--- src/design/mmrd_pkg.sv ---
// Constants shared by the MIDI remote decoder
package mmrd_pkg;

	// ----------------------------------------------------------------
	// Timing
	// ----------------------------------------------------------------
	localparam int CLK_KHZ = 125000;
	localparam int MARKER_MS = 500;
	localparam int MARKER_CYC = CLK_KHZ * MARKER_MS / 1000 * 1000;

	// ----------------------------------------------------------------
	// Message codes
	// ----------------------------------------------------------------
	localparam logic [3:0] CMD_NOTE_OFF = 4'h8;
	localparam logic [3:0] CMD_NOTE_ON = 4'h9;
	localparam logic [3:0] CMD_CC = 4'hB;
	localparam logic [3:0] CMD_BEND = 4'hE;
	localparam logic [7:0] SYS_FIRST = 8'hF0;
	localparam logic [7:0] RT_FIRST = 8'hF8;
	localparam logic [3:0] CH_ONE = 4'h0;
	localparam logic [3:0] CH_LAST_FADER = 4'hB;

	// ----------------------------------------------------------------
	// Simple note map
	// ----------------------------------------------------------------
	localparam logic [6:0] NOTE_CUE_MAIN = 7'h3E;
	localparam logic [6:0] NOTE_DIM = 7'h5D;
	localparam logic [6:0] NOTE_TALK = 7'h5E;
	localparam logic [6:0] NOTE_MONO = 7'h2A;
	localparam logic [6:0] NOTE_PH_FIRST = 7'h3F;
	localparam logic [6:0] NOTE_PH_LAST = 7'h42;
	localparam logic [6:0] NOTE_SNAP_FIRST = 7'h36;
	localparam logic [6:0] NOTE_SNAP_LAST = 7'h3D;
	localparam logic [6:0] NOTE_SETUP_LAST = 7'h3B;

	// ----------------------------------------------------------------
	// Controller map and values
	// ----------------------------------------------------------------
	localparam logic [6:0] CC_VOLUME = 7'h07;
	localparam logic [6:0] CC_FADER_FIRST = 7'h66;
	localparam logic [6:0] CC_FADER_LAST = 7'h75;
	localparam logic [6:0] VAL_0DB = 7'h40;
	localparam logic [6:0] VAL_MAX = 7'h7F;
	localparam logic [6:0] VAL_MIN = 7'h00;
	localparam logic [6:0] PAN_CENTER = 7'h40;

	// ----------------------------------------------------------------
	// Control-surface map (strip groups are aligned to eight)
	// ----------------------------------------------------------------
	localparam logic [6:0] SF_REC = 7'h00;
	localparam logic [6:0] SF_MUTE = 7'h10;
	localparam logic [6:0] SF_SEL = 7'h18;
	localparam logic [6:0] SF_PRESS = 7'h20;
	localparam logic [6:0] SF_FKEY = 7'h48;
	localparam logic [6:0] SF_EQ = 7'h4E;
	localparam logic [6:0] SF_STOP = 7'h4F;
	localparam logic [6:0] SF_CH_L = 7'h50;
	localparam logic [6:0] SF_CH_R = 7'h51;
	localparam logic [6:0] SF_BANK_L = 7'h52;
	localparam logic [6:0] SF_BANK_R = 7'h53;
	localparam logic [6:0] SF_UP = 7'h54;
	localparam logic [6:0] SF_DOWN = 7'h55;
	localparam logic [6:0] SF_VPOT_CC = 7'h10;
	localparam logic [6:0] SF_DISP_CC = 7'h60;
	localparam logic [2:0] SF_FKEY_N = 3'h6;

	// ----------------------------------------------------------------
	// Loop marker
	// ----------------------------------------------------------------
	localparam logic [3:0] MARKER_CH = 4'hF;
	localparam logic [6:0] MARKER_NOTE = 7'h7F;
	localparam logic [6:0] MARKER_VEL = 7'h7F;

	// ----------------------------------------------------------------
	// Mixer geometry
	// ----------------------------------------------------------------
	localparam logic [1:0] ROW_TOP = 2'h0;
	localparam logic [1:0] ROW_MID = 2'h1;
	localparam logic [1:0] ROW_BOT = 2'h2;
	localparam logic [5:0] CHAN_STEP = 6'h01;
	localparam logic [5:0] BANK_STEP = 6'h08;
	localparam logic [5:0] WIN_LAST = 6'h38;

	// ----------------------------------------------------------------
	// Cue codes and strip actions
	// ----------------------------------------------------------------
	localparam logic [2:0] CUE_NONE = 3'h0;
	localparam logic [2:0] CUE_MAIN = 3'h1;
	localparam logic [2:0] CUE_PH1 = 3'h2;
	localparam logic [2:0] ACT_VOL = 3'h0;
	localparam logic [2:0] ACT_PAN_REL = 3'h1;
	localparam logic [2:0] ACT_PAN_ABS = 3'h2;
	localparam logic [2:0] ACT_MUTE = 3'h3;
	localparam logic [2:0] ACT_SEL = 3'h4;

	// ----------------------------------------------------------------
	// Registers
	// ----------------------------------------------------------------
	localparam logic [3:0] REG_CTRL = 4'h0;
	localparam logic [3:0] REG_STATUS = 4'h1;
	localparam logic [3:0] REG_SUBMIX = 4'h2;
	localparam logic [3:0] REG_WINDOW = 4'h3;
	localparam logic [3:0] REG_MAIN_VOL = 4'h4;
	localparam int CTRL_EN_BIT = 0;
	localparam int CTRL_HL_BIT = 1;
	localparam logic CTRL_EN_RST = 1'b1;
	localparam logic CTRL_HL_RST = 1'b0;
	localparam logic [5:0] SUBMIX_RST = 6'h00;

	typedef enum logic [1:0] {
		TX_IDLE = 2'b00,
		TX_B0 = 2'b01,
		TX_B1 = 2'b10,
		TX_B2 = 2'b11
	} mmrd_tx_type;

endpackage : mmrd_pkg

--- src/design/mmrd_decoder.sv ---
// MIDI remote decoder: turns MIDI messages into mixer actions
//
// Overview of operation
// - Channel 1 volume controller sets main output
// - Channel 1 Note On drives monitoring buttons
// - 3E cue main, 5D dim, 5E talkback
// - 2A toggles mono main output
// - 3F to 42 cue phones 1 to 4
// - Controller message parsed as status, number, value
// - Channel groups of four pick fader row
// - Controllers 102-117 only; index from channel, number
// - Sixty-four faders addressable per row
// - Value 40 is 0 dB, 7F max
// - Hostless mode answers and sends notes
// - Hostless mode drops talkback, mono, cue
// - Hostless mode skips middle row; strip controls
// - Hostless mode sends display and LED data
// - Hostless submix taken from stored state
// - Navigation steps one, eight; up/down pick top/bottom row
// - Stop dims, EQ mutes, strips mute/select/record
// - Hostless: 5D dims, 36-3B load setups
// - Surface commands echoed back as feedback
// - Marker every 0.5 s; echo disables control
//
// Local design decisions: the register addresses and strobed register access.
`timescale 1ns/100ps

module mmrd_decoder #(
	parameter int MARKER_CYCLES = mmrd_pkg::MARKER_CYC,
	parameter bit HOSTLESS_AT_RESET = mmrd_pkg::CTRL_HL_RST
) (
	input wire logic i_ref_clk,
	input wire logic i_resetn,
	input wire logic [7:0] i_rx_data,
	input wire logic i_rx_valid,
	input wire logic i_tx_ready,
	input wire logic [3:0] i_reg_addr,
	input wire logic [7:0] i_reg_wdata,
	input wire logic i_reg_wr,
	input wire logic i_reg_rd,
	output logic [7:0] o_reg_rdata,
	output logic [7:0] o_tx_data,
	output logic o_tx_valid,
	output logic o_act_we,
	output logic [2:0] o_act_kind,
	output logic [1:0] o_act_row,
	output logic [5:0] o_act_idx,
	output logic [6:0] o_act_val,
	output logic o_main_vol_we,
	output logic [6:0] o_main_vol,
	output logic [2:0] o_cue_sel,
	output logic o_dim,
	output logic o_mono,
	output logic o_talkback,
	output logic o_master_mute,
	output logic o_recall_we,
	output logic [2:0] o_recall_idx,
	output logic [5:0] o_submix,
	output logic [1:0] o_win_row,
	output logic [5:0] o_win_chan,
	output logic o_remote_active,
	output logic o_hostless
);

	localparam int MW = $clog2(MARKER_CYCLES + 1);
	localparam logic [MW-1:0] MARK_LAST = MW'(MARKER_CYCLES - 1);

	// ----------------------------------------------------------------
	// Byte parser
	// ----------------------------------------------------------------
	logic [7:0] run_st_r;
	logic [6:0] d1_r;
	logic have_d1_r;
	logic msg_v_r;
	logic [7:0] m_st_r;
	logic [6:0] m_d1_r;
	logic [6:0] m_d2_r;

	wire rx_status = i_rx_valid & i_rx_data[7];
	wire rx_data = i_rx_valid & ~i_rx_data[7] & run_st_r[7];
	wire rx_done = rx_data & have_d1_r;

	always_ff @(posedge i_ref_clk or negedge i_resetn) begin
		if (!i_resetn) begin
			run_st_r <= 8'h00;
			d1_r <= 7'h00;
			have_d1_r <= 1'b0;
			msg_v_r <= 1'b0;
			m_st_r <= 8'h00;
			m_d1_r <= 7'h00;
			m_d2_r <= 7'h00;
		end else begin
			msg_v_r <= rx_done;
			if (rx_status && i_rx_data < mmrd_pkg::RT_FIRST) begin
				run_st_r <= (i_rx_data < mmrd_pkg::SYS_FIRST) ?
					i_rx_data : 8'h00;
				have_d1_r <= 1'b0;
			end else if (rx_data) begin
				have_d1_r <= ~have_d1_r;
				d1_r <= i_rx_data[6:0];
			end
			if (rx_done) begin
				m_st_r <= run_st_r;
				m_d1_r <= d1_r;
				m_d2_r <= i_rx_data[6:0];
			end
		end
	end

	// ----------------------------------------------------------------
	// Control state
	// ----------------------------------------------------------------
	logic en_r;
	logic hl_r;
	logic loop_r;
	logic [5:0] submix_r;
	logic [1:0] win_row_r;
	logic [5:0] win_chan_r;

	// ----------------------------------------------------------------
	// Message decode
	// ----------------------------------------------------------------
	wire [3:0] cmd = m_st_r[7:4];
	wire [3:0] ch = m_st_r[3:0];
	wire [6:0] n = m_d1_r;
	wire [6:0] v = m_d2_r;
	wire act = msg_v_r & en_r;
	wire note_on = act & (cmd == mmrd_pkg::CMD_NOTE_ON) & (v != 7'h00);
	wire non1 = note_on & (ch == mmrd_pkg::CH_ONE);
	wire cc = act & (cmd == mmrd_pkg::CMD_CC);
	wire sw = non1 & hl_r;
	wire full = ~hl_r;
	wire [2:0] k = n[2:0];
	wire [5:0] strip = win_chan_r + {3'h0, k};
	wire [5:0] bstrip = win_chan_r + {3'h0, ch[2:0]};

	wire loop_ev = note_on & (ch == mmrd_pkg::MARKER_CH) &
		(n == mmrd_pkg::MARKER_NOTE);
	wire hit_vol = cc & (ch == mmrd_pkg::CH_ONE) &
		(n == mmrd_pkg::CC_VOLUME);
	wire hit_cue = non1 & full & (n == mmrd_pkg::NOTE_CUE_MAIN);
	wire hit_dim = non1 & (n == mmrd_pkg::NOTE_DIM);
	wire hit_talk = non1 & full & (n == mmrd_pkg::NOTE_TALK);
	wire hit_mono = non1 & full & (n == mmrd_pkg::NOTE_MONO);
	wire hit_ph = non1 & full & (n >= mmrd_pkg::NOTE_PH_FIRST) &
		(n <= mmrd_pkg::NOTE_PH_LAST);
	wire [6:0] snap_last = hl_r ? mmrd_pkg::NOTE_SETUP_LAST :
		mmrd_pkg::NOTE_SNAP_LAST;
	wire hit_snap = non1 & (n >= mmrd_pkg::NOTE_SNAP_FIRST) &
		(n <= snap_last);
	wire [6:0] snap_off = n - mmrd_pkg::NOTE_SNAP_FIRST;
	wire [6:0] ph_off = n - mmrd_pkg::NOTE_PH_FIRST;
	wire [6:0] fad_off = n - mmrd_pkg::CC_FADER_FIRST;
	wire hit_fad = cc & (ch <= mmrd_pkg::CH_LAST_FADER) &
		(n >= mmrd_pkg::CC_FADER_FIRST) & (n <= mmrd_pkg::CC_FADER_LAST) &
		~(hl_r & (ch[3:2] == mmrd_pkg::ROW_MID));

	// Control-surface elements, hostless mode only
	wire grp_rec = sw & (n[6:3] == mmrd_pkg::SF_REC[6:3]);
	wire grp_mute = sw & (n[6:3] == mmrd_pkg::SF_MUTE[6:3]);
	wire grp_sel = sw & (n[6:3] == mmrd_pkg::SF_SEL[6:3]);
	wire grp_press = sw & (n[6:3] == mmrd_pkg::SF_PRESS[6:3]);
	wire [6:0] fk_off = n - mmrd_pkg::SF_FKEY;
	wire hit_fkey = sw & (n >= mmrd_pkg::SF_FKEY) &
		(fk_off[2:0] < mmrd_pkg::SF_FKEY_N) & (fk_off[6:3] == 4'h0);
	wire hit_eq = sw & (n == mmrd_pkg::SF_EQ);
	wire hit_stop = sw & (n == mmrd_pkg::SF_STOP);
	wire hit_chl = sw & (n == mmrd_pkg::SF_CH_L);
	wire hit_chr = sw & (n == mmrd_pkg::SF_CH_R);
	wire hit_bkl = sw & (n == mmrd_pkg::SF_BANK_L);
	wire hit_bkr = sw & (n == mmrd_pkg::SF_BANK_R);
	wire hit_up = sw & (n == mmrd_pkg::SF_UP);
	wire hit_dn = sw & (n == mmrd_pkg::SF_DOWN);
	wire hit_bend = act & hl_r & (cmd == mmrd_pkg::CMD_BEND) & ~ch[3];
	wire hit_vpot = cc & hl_r & (n[6:3] == mmrd_pkg::SF_VPOT_CC[6:3]);
	wire nav = hit_chl | hit_chr | hit_bkl | hit_bkr | hit_up | hit_dn;
	wire surf = grp_rec | grp_mute | grp_sel | grp_press | hit_fkey |
		hit_eq | hit_stop | nav | hit_bend | hit_vpot;

	// ----------------------------------------------------------------
	// Navigation window
	// ----------------------------------------------------------------
	wire [5:0] ch_l = (win_chan_r < mmrd_pkg::CHAN_STEP) ? 6'h00 :
		win_chan_r - mmrd_pkg::CHAN_STEP;
	wire [5:0] ch_r = (win_chan_r >= mmrd_pkg::WIN_LAST) ?
		mmrd_pkg::WIN_LAST : win_chan_r + mmrd_pkg::CHAN_STEP;
	wire [5:0] bk_l = (win_chan_r < mmrd_pkg::BANK_STEP) ? 6'h00 :
		win_chan_r - mmrd_pkg::BANK_STEP;
	wire [5:0] bk_r = (win_chan_r >= mmrd_pkg::WIN_LAST -
		mmrd_pkg::BANK_STEP) ? mmrd_pkg::WIN_LAST :
		win_chan_r + mmrd_pkg::BANK_STEP;
	wire [5:0] win_chan_nxt = hit_chl ? ch_l : hit_chr ? ch_r :
		hit_bkl ? bk_l : hit_bkr ? bk_r : win_chan_r;
	wire [1:0] win_row_nxt = hit_up ? mmrd_pkg::ROW_TOP :
		hit_dn ? mmrd_pkg::ROW_BOT : win_row_r;

	// ----------------------------------------------------------------
	// Strip action select
	// ----------------------------------------------------------------
	wire act_we_nxt = hit_fad | hit_bend | hit_vpot | grp_press |
		grp_mute | grp_sel;
	wire [2:0] kind_nxt = hit_vpot ? mmrd_pkg::ACT_PAN_REL :
		grp_press ? mmrd_pkg::ACT_PAN_ABS : grp_mute ? mmrd_pkg::ACT_MUTE :
		grp_sel ? mmrd_pkg::ACT_SEL : mmrd_pkg::ACT_VOL;
	wire [1:0] row_nxt = hit_fad ? ch[3:2] : win_row_r;
	wire [5:0] idx_nxt = hit_fad ? {ch[1:0], fad_off[3:0]} :
		hit_bend ? bstrip : strip;
	wire [6:0] val_nxt = grp_press ? mmrd_pkg::PAN_CENTER :
		(grp_mute | grp_sel) ? 7'h00 : v;
	wire [2:0] cue_code = hit_cue ? mmrd_pkg::CUE_MAIN :
		mmrd_pkg::CUE_PH1 + ph_off[2:0];
	wire [2:0] cue_nxt = (o_cue_sel == cue_code) ? mmrd_pkg::CUE_NONE :
		cue_code;

	always_ff @(posedge i_ref_clk or negedge i_resetn) begin
		if (!i_resetn) begin
			o_act_we <= 1'b0;
			o_act_kind <= mmrd_pkg::ACT_VOL;
			o_act_row <= mmrd_pkg::ROW_TOP;
			o_act_idx <= 6'h00;
			o_act_val <= mmrd_pkg::VAL_0DB;
			o_main_vol_we <= 1'b0;
			o_main_vol <= mmrd_pkg::VAL_0DB;
			o_cue_sel <= mmrd_pkg::CUE_NONE;
			o_dim <= 1'b0;
			o_mono <= 1'b0;
			o_talkback <= 1'b0;
			o_master_mute <= 1'b0;
			o_recall_we <= 1'b0;
			o_recall_idx <= 3'h0;
			win_row_r <= mmrd_pkg::ROW_TOP;
			win_chan_r <= 6'h00;
		end else begin
			o_act_we <= act_we_nxt;
			if (act_we_nxt) begin
				o_act_kind <= kind_nxt;
				o_act_row <= row_nxt;
				o_act_idx <= idx_nxt;
				o_act_val <= val_nxt;
			end
			o_main_vol_we <= hit_vol;
			if (hit_vol)
				o_main_vol <= v;
			if (hit_cue | hit_ph)
				o_cue_sel <= cue_nxt;
			o_dim <= o_dim ^ (hit_dim | hit_stop);
			o_mono <= (o_mono ^ hit_mono) & full;
			o_talkback <= (o_talkback ^ hit_talk) & full;
			o_master_mute <= o_master_mute ^ hit_eq;
			o_recall_we <= hit_snap | hit_fkey;
			if (hit_snap | hit_fkey)
				o_recall_idx <= hit_fkey ? fk_off[2:0] : snap_off[2:0];
			win_row_r <= win_row_nxt;
			win_chan_r <= win_chan_nxt;
		end
	end

	// ----------------------------------------------------------------
	// Register port
	// ----------------------------------------------------------------
	wire wr_ctrl = i_reg_wr & (i_reg_addr == mmrd_pkg::REG_CTRL);
	wire wr_sub = i_reg_wr & (i_reg_addr == mmrd_pkg::REG_SUBMIX);
	wire reen = wr_ctrl & i_reg_wdata[mmrd_pkg::CTRL_EN_BIT];
	wire en_nxt = loop_ev ? 1'b0 : wr_ctrl ?
		i_reg_wdata[mmrd_pkg::CTRL_EN_BIT] : en_r;
	wire loop_nxt = loop_ev | (loop_r & ~reen);
	wire [5:0] sub_nxt = grp_rec ? strip :
		wr_sub ? i_reg_wdata[5:0] : submix_r;
	wire [7:0] rd_mux =
		(i_reg_addr == mmrd_pkg::REG_CTRL) ? {6'h00, hl_r, en_r} :
		(i_reg_addr == mmrd_pkg::REG_STATUS) ? {3'h0, o_master_mute,
			o_talkback, o_mono, o_dim, loop_r} :
		(i_reg_addr == mmrd_pkg::REG_SUBMIX) ? {2'h0, submix_r} :
		(i_reg_addr == mmrd_pkg::REG_WINDOW) ? {win_row_r, win_chan_r} :
		(i_reg_addr == mmrd_pkg::REG_MAIN_VOL) ? {1'b0, o_main_vol} :
		8'h00;

	always_ff @(posedge i_ref_clk or negedge i_resetn) begin
		if (!i_resetn) begin
			en_r <= mmrd_pkg::CTRL_EN_RST;
			hl_r <= HOSTLESS_AT_RESET;
			loop_r <= 1'b0;
			submix_r <= mmrd_pkg::SUBMIX_RST;
			o_reg_rdata <= 8'h00;
			o_submix <= mmrd_pkg::SUBMIX_RST;
			o_win_row <= mmrd_pkg::ROW_TOP;
			o_win_chan <= 6'h00;
			o_remote_active <= mmrd_pkg::CTRL_EN_RST;
			o_hostless <= HOSTLESS_AT_RESET;
		end else begin
			en_r <= en_nxt;
			loop_r <= loop_nxt;
			if (wr_ctrl)
				hl_r <= i_reg_wdata[mmrd_pkg::CTRL_HL_BIT];
			submix_r <= sub_nxt;
			o_reg_rdata <= i_reg_rd ? rd_mux : 8'h00;
			o_submix <= sub_nxt;
			o_win_row <= win_row_nxt;
			o_win_chan <= win_chan_nxt;
			o_remote_active <= en_nxt;
			o_hostless <= wr_ctrl ? i_reg_wdata[mmrd_pkg::CTRL_HL_BIT] :
				hl_r;
		end
	end

	// ----------------------------------------------------------------
	// Transmit: marker, display, echo
	// ----------------------------------------------------------------
	logic [MW-1:0] mark_cnt_r;
	logic mark_pend_r;
	logic disp_pend_r;
	logic echo_pend_r;
	logic [7:0] echo_r [3];
	logic [7:0] msg_r [3];
	mmrd_pkg::mmrd_tx_type tx_st_r;

	wire mark_tick = en_r & (mark_cnt_r == MARK_LAST);
	wire idle = (tx_st_r == mmrd_pkg::TX_IDLE);
	wire take_mark = idle & mark_pend_r;
	wire take_disp = idle & ~mark_pend_r & disp_pend_r;
	wire take_echo = idle & ~mark_pend_r & ~disp_pend_r & echo_pend_r;
	wire take = take_mark | take_disp | take_echo;
	wire [6:0] disp_cc = mmrd_pkg::SF_DISP_CC + {5'h00, win_row_nxt};
	wire [7:0] ld0 = take_mark ? {mmrd_pkg::CMD_NOTE_ON, mmrd_pkg::MARKER_CH} :
		take_disp ? {mmrd_pkg::CMD_CC, mmrd_pkg::CH_ONE} : echo_r[0];
	wire [7:0] ld1 = take_mark ? {1'b0, mmrd_pkg::MARKER_NOTE} :
		take_disp ? {1'b0, disp_cc} : echo_r[1];
	wire [7:0] ld2 = take_mark ? {1'b0, mmrd_pkg::MARKER_VEL} :
		take_disp ? {2'h0, win_chan_r} : echo_r[2];
	wire adv = o_tx_valid & i_tx_ready;

	always_ff @(posedge i_ref_clk or negedge i_resetn) begin
		if (!i_resetn) begin
			mark_cnt_r <= '0;
			mark_pend_r <= 1'b0;
			disp_pend_r <= 1'b0;
			echo_pend_r <= 1'b0;
			echo_r <= '{8'h00, 8'h00, 8'h00};
			msg_r <= '{8'h00, 8'h00, 8'h00};
			tx_st_r <= mmrd_pkg::TX_IDLE;
			o_tx_data <= 8'h00;
			o_tx_valid <= 1'b0;
		end else begin
			mark_cnt_r <= (!en_r || mark_tick) ? '0 : mark_cnt_r + 1'b1;
			mark_pend_r <= mark_tick | (mark_pend_r & ~take_mark);
			disp_pend_r <= (nav & hl_r) | (disp_pend_r & ~take_disp);
			echo_pend_r <= surf | (echo_pend_r & ~take_echo);
			if (surf)
				echo_r <= '{m_st_r, {1'b0, m_d1_r}, {1'b0, m_d2_r}};
			case (tx_st_r)
				mmrd_pkg::TX_IDLE: begin
					if (take) begin
						msg_r <= '{ld0, ld1, ld2};
						o_tx_data <= ld0;
						o_tx_valid <= 1'b1;
						tx_st_r <= mmrd_pkg::TX_B0;
					end
				end
				mmrd_pkg::TX_B0: begin
					if (adv) begin
						o_tx_data <= msg_r[1];
						tx_st_r <= mmrd_pkg::TX_B1;
					end
				end
				mmrd_pkg::TX_B1: begin
					if (adv) begin
						o_tx_data <= msg_r[2];
						tx_st_r <= mmrd_pkg::TX_B2;
					end
				end
				default: begin
					if (adv) begin
						o_tx_valid <= 1'b0;
						tx_st_r <= mmrd_pkg::TX_IDLE;
					end
				end
			endcase
		end
	end

endmodule : mmrd_decoder

--- config.mk ---
export PLATFORM = sky130hd
export DESIGN_NAME = mmrd_decoder
export DESIGN_NICKNAME = d
export VERILOG_FILES = /design/src/design/mmrd_pkg.sv /design/src/design/mmrd_decoder.sv
export SDC_FILE = /design/constraint.sdc
export NUM_CORES = 1
export LEC_CHECK = 0
export BUFFER_PORTS_ARGS = -buffer_cell sky130_fd_sc_hd__buf_2
export CAP_MARGIN = 10
export CORE_ASPECT_RATIO = 1.75
export CORE_MARGIN = 3
export CORE_UTILIZATION = 40
export CTS_BUF_LIST = sky130_fd_sc_hd__clkbuf_8
export DETAILED_ROUTE_END_ITERATION = 12
export GPL_TIMING_DRIVEN = 0
export PLACE_DENSITY = 0.57
export SYNTH_ARGS = -nofsm -noshare
export SYNTH_HDL_FRONTEND = slang
export SYNTH_SLANG_ARGS = --single-unit
--- constraint.sdc ---
create_clock -name i_ref_clk -period 4.2 [get_ports i_ref_clk]
set_clock_uncertainty 0.1 [all_clocks]
set_input_delay 0.42 -clock i_ref_clk [delete_from_list [all_inputs] [get_ports i_ref_clk]]
set_output_delay 0.42 -clock i_ref_clk [all_outputs]
set_load 0.1 [all_outputs]
# Yosys cells after proc, flatten, opt, wreduce, memory -nomap -nowiden
# Index checks and enable logic that the tools add are counted.
dict set report classes {
  n_addsub 13
  n_lt_le_gt_ge 15
  eq_ne 33
  mux 55
  bitwise_logic 111
  reduce_logical 21
}
# op count
set ops {}
lappend ops {{two-way mux 8 bit} 11}
lappend ops {{== test 7 bit (second input constant)} 11}
lappend ops {{two-way mux 6 bit} 12}
lappend ops {{AND 1 bit} 65}
lappend ops {{two-way mux 7 bit} 7}
lappend ops {{OR 1 bit} 29}
lappend ops {{adder 26 x 1 -> 26 bit (second input constant)} 1}
lappend ops {{== test 26 bit (second input constant)} 1}
lappend ops {{two-way mux 26 bit} 1}
lappend ops {{two-way mux 3 bit} 8}
lappend ops {{one-hot mux 8 bit (3 select lines)} 1}
lappend ops {{== test 4 x 2 -> 1 bit (second input constant)} 4}
lappend ops {{== test 4 bit (second input constant)} 4}
lappend ops {{logical NOT 4 bit} 4}
lappend ops {{less-than comparator 8 bit (second input constant)} 2}
lappend ops {{== test 7 x 6 -> 1 bit (second input constant)} 2}
lappend ops {{>= comparator 7 x 6 -> 1 bit (second input constant)} 2}
lappend ops {{>= comparator 7 bit (second input constant)} 2}
lappend ops {{less-or-equal comparator 7 bit (second input constant)} 2}
lappend ops {{two-way mux 2 bit} 7}
lappend ops {{inverter 1 bit} 13}
lappend ops {{adder 6 x 3 -> 6 bit} 2}
lappend ops {{>= comparator 6 bit (second input constant)} 2}
lappend ops {{== test 4 x 3 -> 1 bit (second input constant)} 2}
lappend ops {{other kinds (37)} 53}
dict set report totals {
  reg_bits 180
  in_bits 26
  out_inout_bits 71
  word_cells 288
}

# Depth between registers and ports, before layout
dict set report depth {
  depth_word 16
  ltp_mapped 10
  depth_no_buf 9
}

# Worst setup path before layout
# OpenSTA, ideal clock, no wires.
dict set report synth_timing {
  kind {flip-flop to flip-flop}
  start {reg, netlist name o_win_chan[1]}
  end {reg o_act_idx[4]}
  setup_ps 125
  arrival_ps 2896
  required_ps 3975
  path_slack_ps 1078
  stages_incl_launch_ff 9
  path_buffers 0
  period_less_slack_ps 3122
  cell_sequence {dfrtp_1 inv_1 fa_1 nor2b_1 o21ai_0 mux2i_1 xnor2_1 mux2_4 mux2_4}
}
# item line_no
set synth_lines {}
lappend synth_lines {{end signal, assigned} mmrd_decoder.sv:238} ;# o_act_idx <= idx_nxt;
lappend synth_lines {{end, declared} mmrd_decoder.sv:47} ;# output logic [5:0] o_act_idx,

# Worst setup path in the final report
dict set report layout_timing {
  start {reg m_d1_r[0]}
  end {reg echo_r[2] (netlist name)}
}
dict set report layout_via {
  elab_chain_cells 10
  word_cells_on_any_way 34
  cone_classes {add/sub (1); order compare (2); eq/ne (8); bitwise (22); reduce/logical (1)}
}
# item line_no
set layout_rtl {}
lappend layout_rtl {{start, declared} mmrd_decoder.sv:76} ;# logic [6:0] m_d1_r;
lappend layout_rtl {{start signal, assigned} mmrd_decoder.sv:104} ;# m_d1_r <= d1_r;
lappend layout_rtl {{subtractor 7 bit, or another cell as far along} mmrd_decoder.sv:163} ;# wire [6:0] fk_off = n - mmrd_pkg::SF_FKEY;
lappend layout_rtl {{less-than comparator 3 bit, or another cell as far along} mmrd_decoder.sv:165} ;# (fk_off[2:0] < mmrd_pkg::SF_FKEY_N) & (fk_off[6:3] == 4'h0);
lappend layout_rtl {{AND 1 bit or OR 1 bit (tied branches)} {mmrd_decoder.sv:164, mmrd_decoder.sv:176}}
lappend layout_rtl {{AND 1 bit or OR 1 bit (tied branches)} {mmrd_decoder.sv:165, mmrd_decoder.sv:176}}
lappend layout_rtl {{OR 1 bit (on tied branches) (2 in series)} {mmrd_decoder.sv:177, mmrd_decoder.sv:176}}
lappend layout_rtl {{OR 1 bit (on tied branches)} {mmrd_decoder.sv:178, mmrd_decoder.sv:176}}
lappend layout_rtl {{OR 1 bit * (3 in series)} mmrd_decoder.sv:178} ;# hit_eq | hit_stop | nav | hit_bend | hit_vpot;
lappend layout_rtl {{end signal, assigned} mmrd_decoder.sv:338} ;# echo_r <= '{8'h00, 8'h00, 8'h00};
lappend layout_rtl {{end signal, assigned} mmrd_decoder.sv:349} ;# echo_r <= '{m_st_r, {1'b0, m_d1_r}, {1'b0, m_d2_r}};
lappend layout_rtl {{end, declared} mmrd_decoder.sv:313} ;# logic [7:0] echo_r [3];
# Every way passes the cells marked *; elsewhere a longest branch is shown, timed or not.
# A chain may end at the register's enable or synchronous reset.

==> run_results.csv <==
group,metric,value,unit
routing,wl_met3,910,um
worst_setup_path,startpoint_type,"flip-flop",
layout,syn_to_final_growth,14.1,%
place,place_inst,1354,
clock_tree,ctsLongestPathBuffers,2,
layout,seq_area,4460,um2
routing,wirelength,27600,um
routing,drt-initial-drc-count,436,
power_and_ir_drop,cellPowerDensity,487,nW/um2
global_routing,gr-usage-all-layers,22.2,%
status,status,"finished, final reports clean",
place,routabilityCongestion,0.946,
layout,finalNonFillerCells,1387,
logic_synthesis,synth_cell_types,80,
worst_setup_path,critical_path_class,"reg -> reg",
timing,timing.hold.ws,0.0747,ns
layout,post-route-util,46.7,%
routing,m1WireLength,10500,um
flow_run,drv_cap,0,
global_routing,overflow,0,
layout,multi_input_area,4530,um2
timing,setup_ws,0.431,ns
timing,rsz0062_at_grt,"false",
clock_tree,clock-sinks,178,
floorplan,fp.dieW,122,um
layout,diodes,0,
floorplan,io_pins,97,
global_routing,grt_max_degree,98,
clock_tree,clk_root_buffer_cell,"clkbuf_8",
floorplan,dieArea,25300,um2
logic_synthesis,ys_ff_latch,178,
routing,wire_per_inst,19.9,um
place,postPlaceCellArea,10200,um2
floorplan,rows,73,
timing,period_minus_slack,3.77,ns
timing,tightest_slew,0.835,ns
power_and_ir_drop,p_leak,5.09,nW
worst_setup_path,cp_max_fo,10,
place,pre_cts_ws,0.490,ns
floorplan,core,22800,um2
floorplan,initial_core_util,40.9,%
routing,met2_length,15100,um
timing,fin_crit_sh,89.7,%
timing,setup_tns,0,ns
clock_tree,clkTransAtPathRegs,0.10,ns
logic_synthesis,seq_area_frac_synth,47.7,%
global_routing,grt_pass1_vias,7882,
place,io_buffers,93,
timing,drv_slew,0,
logic_synthesis,yosysWarnings,0,
logic_synthesis,synth_edf_count,0,
routing,vias_per_cell,5.49,
logic_synthesis,syn-num-nets,1015,
layout,drive_above_1_share,18.1,%
clock_tree,clk_latency,0.48,ns
timing,hold_viol_final,0,
routing,postRouteAntennaNets,0,
clock_tree,cts_buffers,17,
logic_synthesis,avgSynthCellArea,9.73,um2
layout,nFillCells,2271,
worst_setup_path,r2r_cells,9,
global_routing,grt_pass1_wl,43700,um
logic_synthesis,syn_area,9340,um2
power_and_ir_drop,irDropWorstVdd,0.250,mV
clock_tree,htreeDepth,4,
routing,drc,0,
layout,stdcell_area,10700,um2
clock_tree,tritoncts,"built",
place,dp_hpwl,21100,um
worst_setup_path,r2r_slack,0.43,ns
global_routing,grt_antenna_before_repair,0,
timing,relSlewSlack,43.8,%
hold_path,hp-start,"i_rx_data[1]",
power_and_ir_drop,total_power,5.19,mW
timing,max_freq,0.265,GHz
floorplan,die_height,208,um
worst_setup_path,end_kind,"flip-flop",
hold_path,worstHoldPathCells,3,
clock_tree,cts_setup_buffers,0,
logic_synthesis,synthArstFlopShare,100,%
layout,layout.nets,1129,
routing,first_pass_iters,7,
hold_path,holdCritPathClass,"in -> reg",
timing,setup_viol,0,
logic_synthesis,postSynthCellCount,960,
logic_synthesis,ys.flop_type,"dfrtp_1",
worst_setup_path,r2r-end,"echo_r[2]",
worst_setup_path,critical_path_required,4.47,ns
hold_path,min_to,"run_st_r[1]",
routing,vias,7612,
routing,top_layer_used,"met4",
worst_setup_path,r2r_start,"m_d1_r[0]",
worst_setup_path,worstPathArrival,4.04,ns
==> metal layers <==
layer / up-vias / track usage (%)
li1: 3610 / -
met1: 3751 / 24.6
met2: 191 / 41.2
met3: 60 / 3.37
met4: 0 / 9.90
met5: - / 0
==> worst max-delay path by stage <==
| stage | from | end |
|---|---|---|
| after floorplan | o_win_chan[1] | o_act_idx[4] |
| final | m_d1_r[0] | echo_r[2] |
| after detailed placement | m_d1_r[0] | echo_r[3] |
| after global placement | i_resetn | o_recall_we |
| after CTS | m_d1_r[0] | echo_r[9] |
| after global routing | m_d1_r[0] | echo_r[9] |
==> cells in the mapped netlist (3+ instances only) <==
cell type	number	area, um2
nand2_1	155	582
a21oi_1	57	285
clkbuf_1	33	124
o21a_1	3	22.5
ha_1	27	338
dfstp_2	3	78.8
a22oi_1	14	105
nor2_1	72	270
a221oi_1	3	26.3
o31ai_1	4	30.0
a2111oi_0	4	35.0
buf_6	6	67.6
o21ai_0	48	240
nand3_1	39	195
a31oi_1	6	37.5
xnor2_1	23	201
xor2_1	18	158
a22o_1	4	35.0
mux2_4	18	270
o22a_1	6	52.6
nand3b_1	6	45.0
nor3_1	21	105
buf_2	8	40.0
mux2i_1	10	100
nor3_2	3	30.0
a32o_1	3	30.0
nor2b_1	9	56.3
a32oi_1	3	26.3
mux2_2	15	169
o221ai_1	3	26.3
mux2_1	3	33.8
dfrtp_1	175	4380
o21ai_1	4	20.0
a211oi_1	12	90.1
nor4_1	8	50.1
nand2b_1	11	68.8
and3_1	7	43.8
a21o_1	16	120
or3_1	5	31.3
inv_1	32	120
nand4_1	11	68.8
==> state kept, by name, indices dropped and copies added, names as in the netlist, 3 cells and up <==
signal / cells
echo_r: 22
m_d2_r: 7
o_reg_rdata: 8
o_recall_idx: 3
o_act_kind: 3
m_d1_r: 7
o_act_val: 7
msg_r: 14
submix_r: 6
o_cue_sel: 3
d1_r: 7
m_st_r: 8
o_act_idx: 6
o_main_vol: 7
run_st_r: 8
o_tx_data: 8
mark_cnt_r: 26
o_win_chan: 6
==> what timing repair did <==
action / 4_1_cts / 5_1_grt
hold buffers: 1 / 0
hold endpoints to repair: 79 / 0
gates resized for setup: 0 / 0
==> critical path: stages (launching register included) <==
cell and delay [ns]:
dfrtp_1 0.49, clkbuf_1 0.52, inv_1 0.25, ha_1 0.38
nor2_1 0.39, o22a_1 0.20, o22ai_1 0.12, a2111oi_4 0.61
buf_6 0.27, mux2_4 0.31
==> power breakdown <==
| part | switching, mW | leakage (nW) | internal [mW] |
|---|---|---|---|
| Sequential | 0.303 | 2.38 | 1.90 |
| Combinational | 1.22 | 2.49 | 0.476 |
| Clock | 0.721 | 0.219 | 0.575 |
==> layout by cell type (no fill, tap or decap), types with 4 or more instances in the layout <==
| cell | instances |
|---|---|
| mux2_2 | 15 |
| xnor2_1 | 23 |
| nand2_1 | 155 |
| a22oi_1 | 14 |
| o31ai_1 | 4 |
| inv_1 | 32 |
| mux2i_1 | 10 |
| nor4_1 | 8 |
| nor2b_1 | 9 |
| nand3b_1 | 6 |
| and3_1 | 7 |
| a31oi_1 | 6 |
| nand4_1 | 11 |
| xor2_1 | 18 |
| dfrtp_1 | 175 |
| buf_2 | 100 |
| mux2_4 | 18 |
| nor3_1 | 21 |
| ha_1 | 27 |
| nand2b_1 | 11 |
| inv_6 | 7 |
| a21o_1 | 16 |
| o21ai_0 | 48 |
| buf_6 | 6 |
| or3_1 | 5 |
| nand3_1 | 39 |
| clkbuf_1 | 33 |
| a2111oi_0 | 4 |
| o22a_1 | 6 |
| a21oi_1 | 57 |
| clkbuf_8 | 18 |
| a211oi_1 | 12 |
| o21ai_1 | 4 |
| a22o_1 | 4 |
| nor2_1 | 72 |
==> logic make-up after synthesis <==
family / after synthesis / share of synthesized area (%)
AO/OA/AOI/OAI: 212 / 15.1
adder cells (fa/ha/maj): 29 / 4.05
buffers and inverters: 80 / 3.80
AND/OR/NAND/NOR: 374 / 19.4
multiplexers: 46 / 6.14
XOR/XNOR: 41 / 3.84
flip-flops: 178 / 47.7
==> cell type report <==
class / instances / area share, %
timing repair buffer: 95 / 4.81
clock buffer: 18 / 2.32
tap: 300 / 3.52
inverter: 33 / 1.16
multi-input combinational: 702 / 42.5
buffer: 47 / 2.17
sequential: 178 / 41.8
clock inverter: 14 / 1.70
Power figures use the tool's default switching activity.
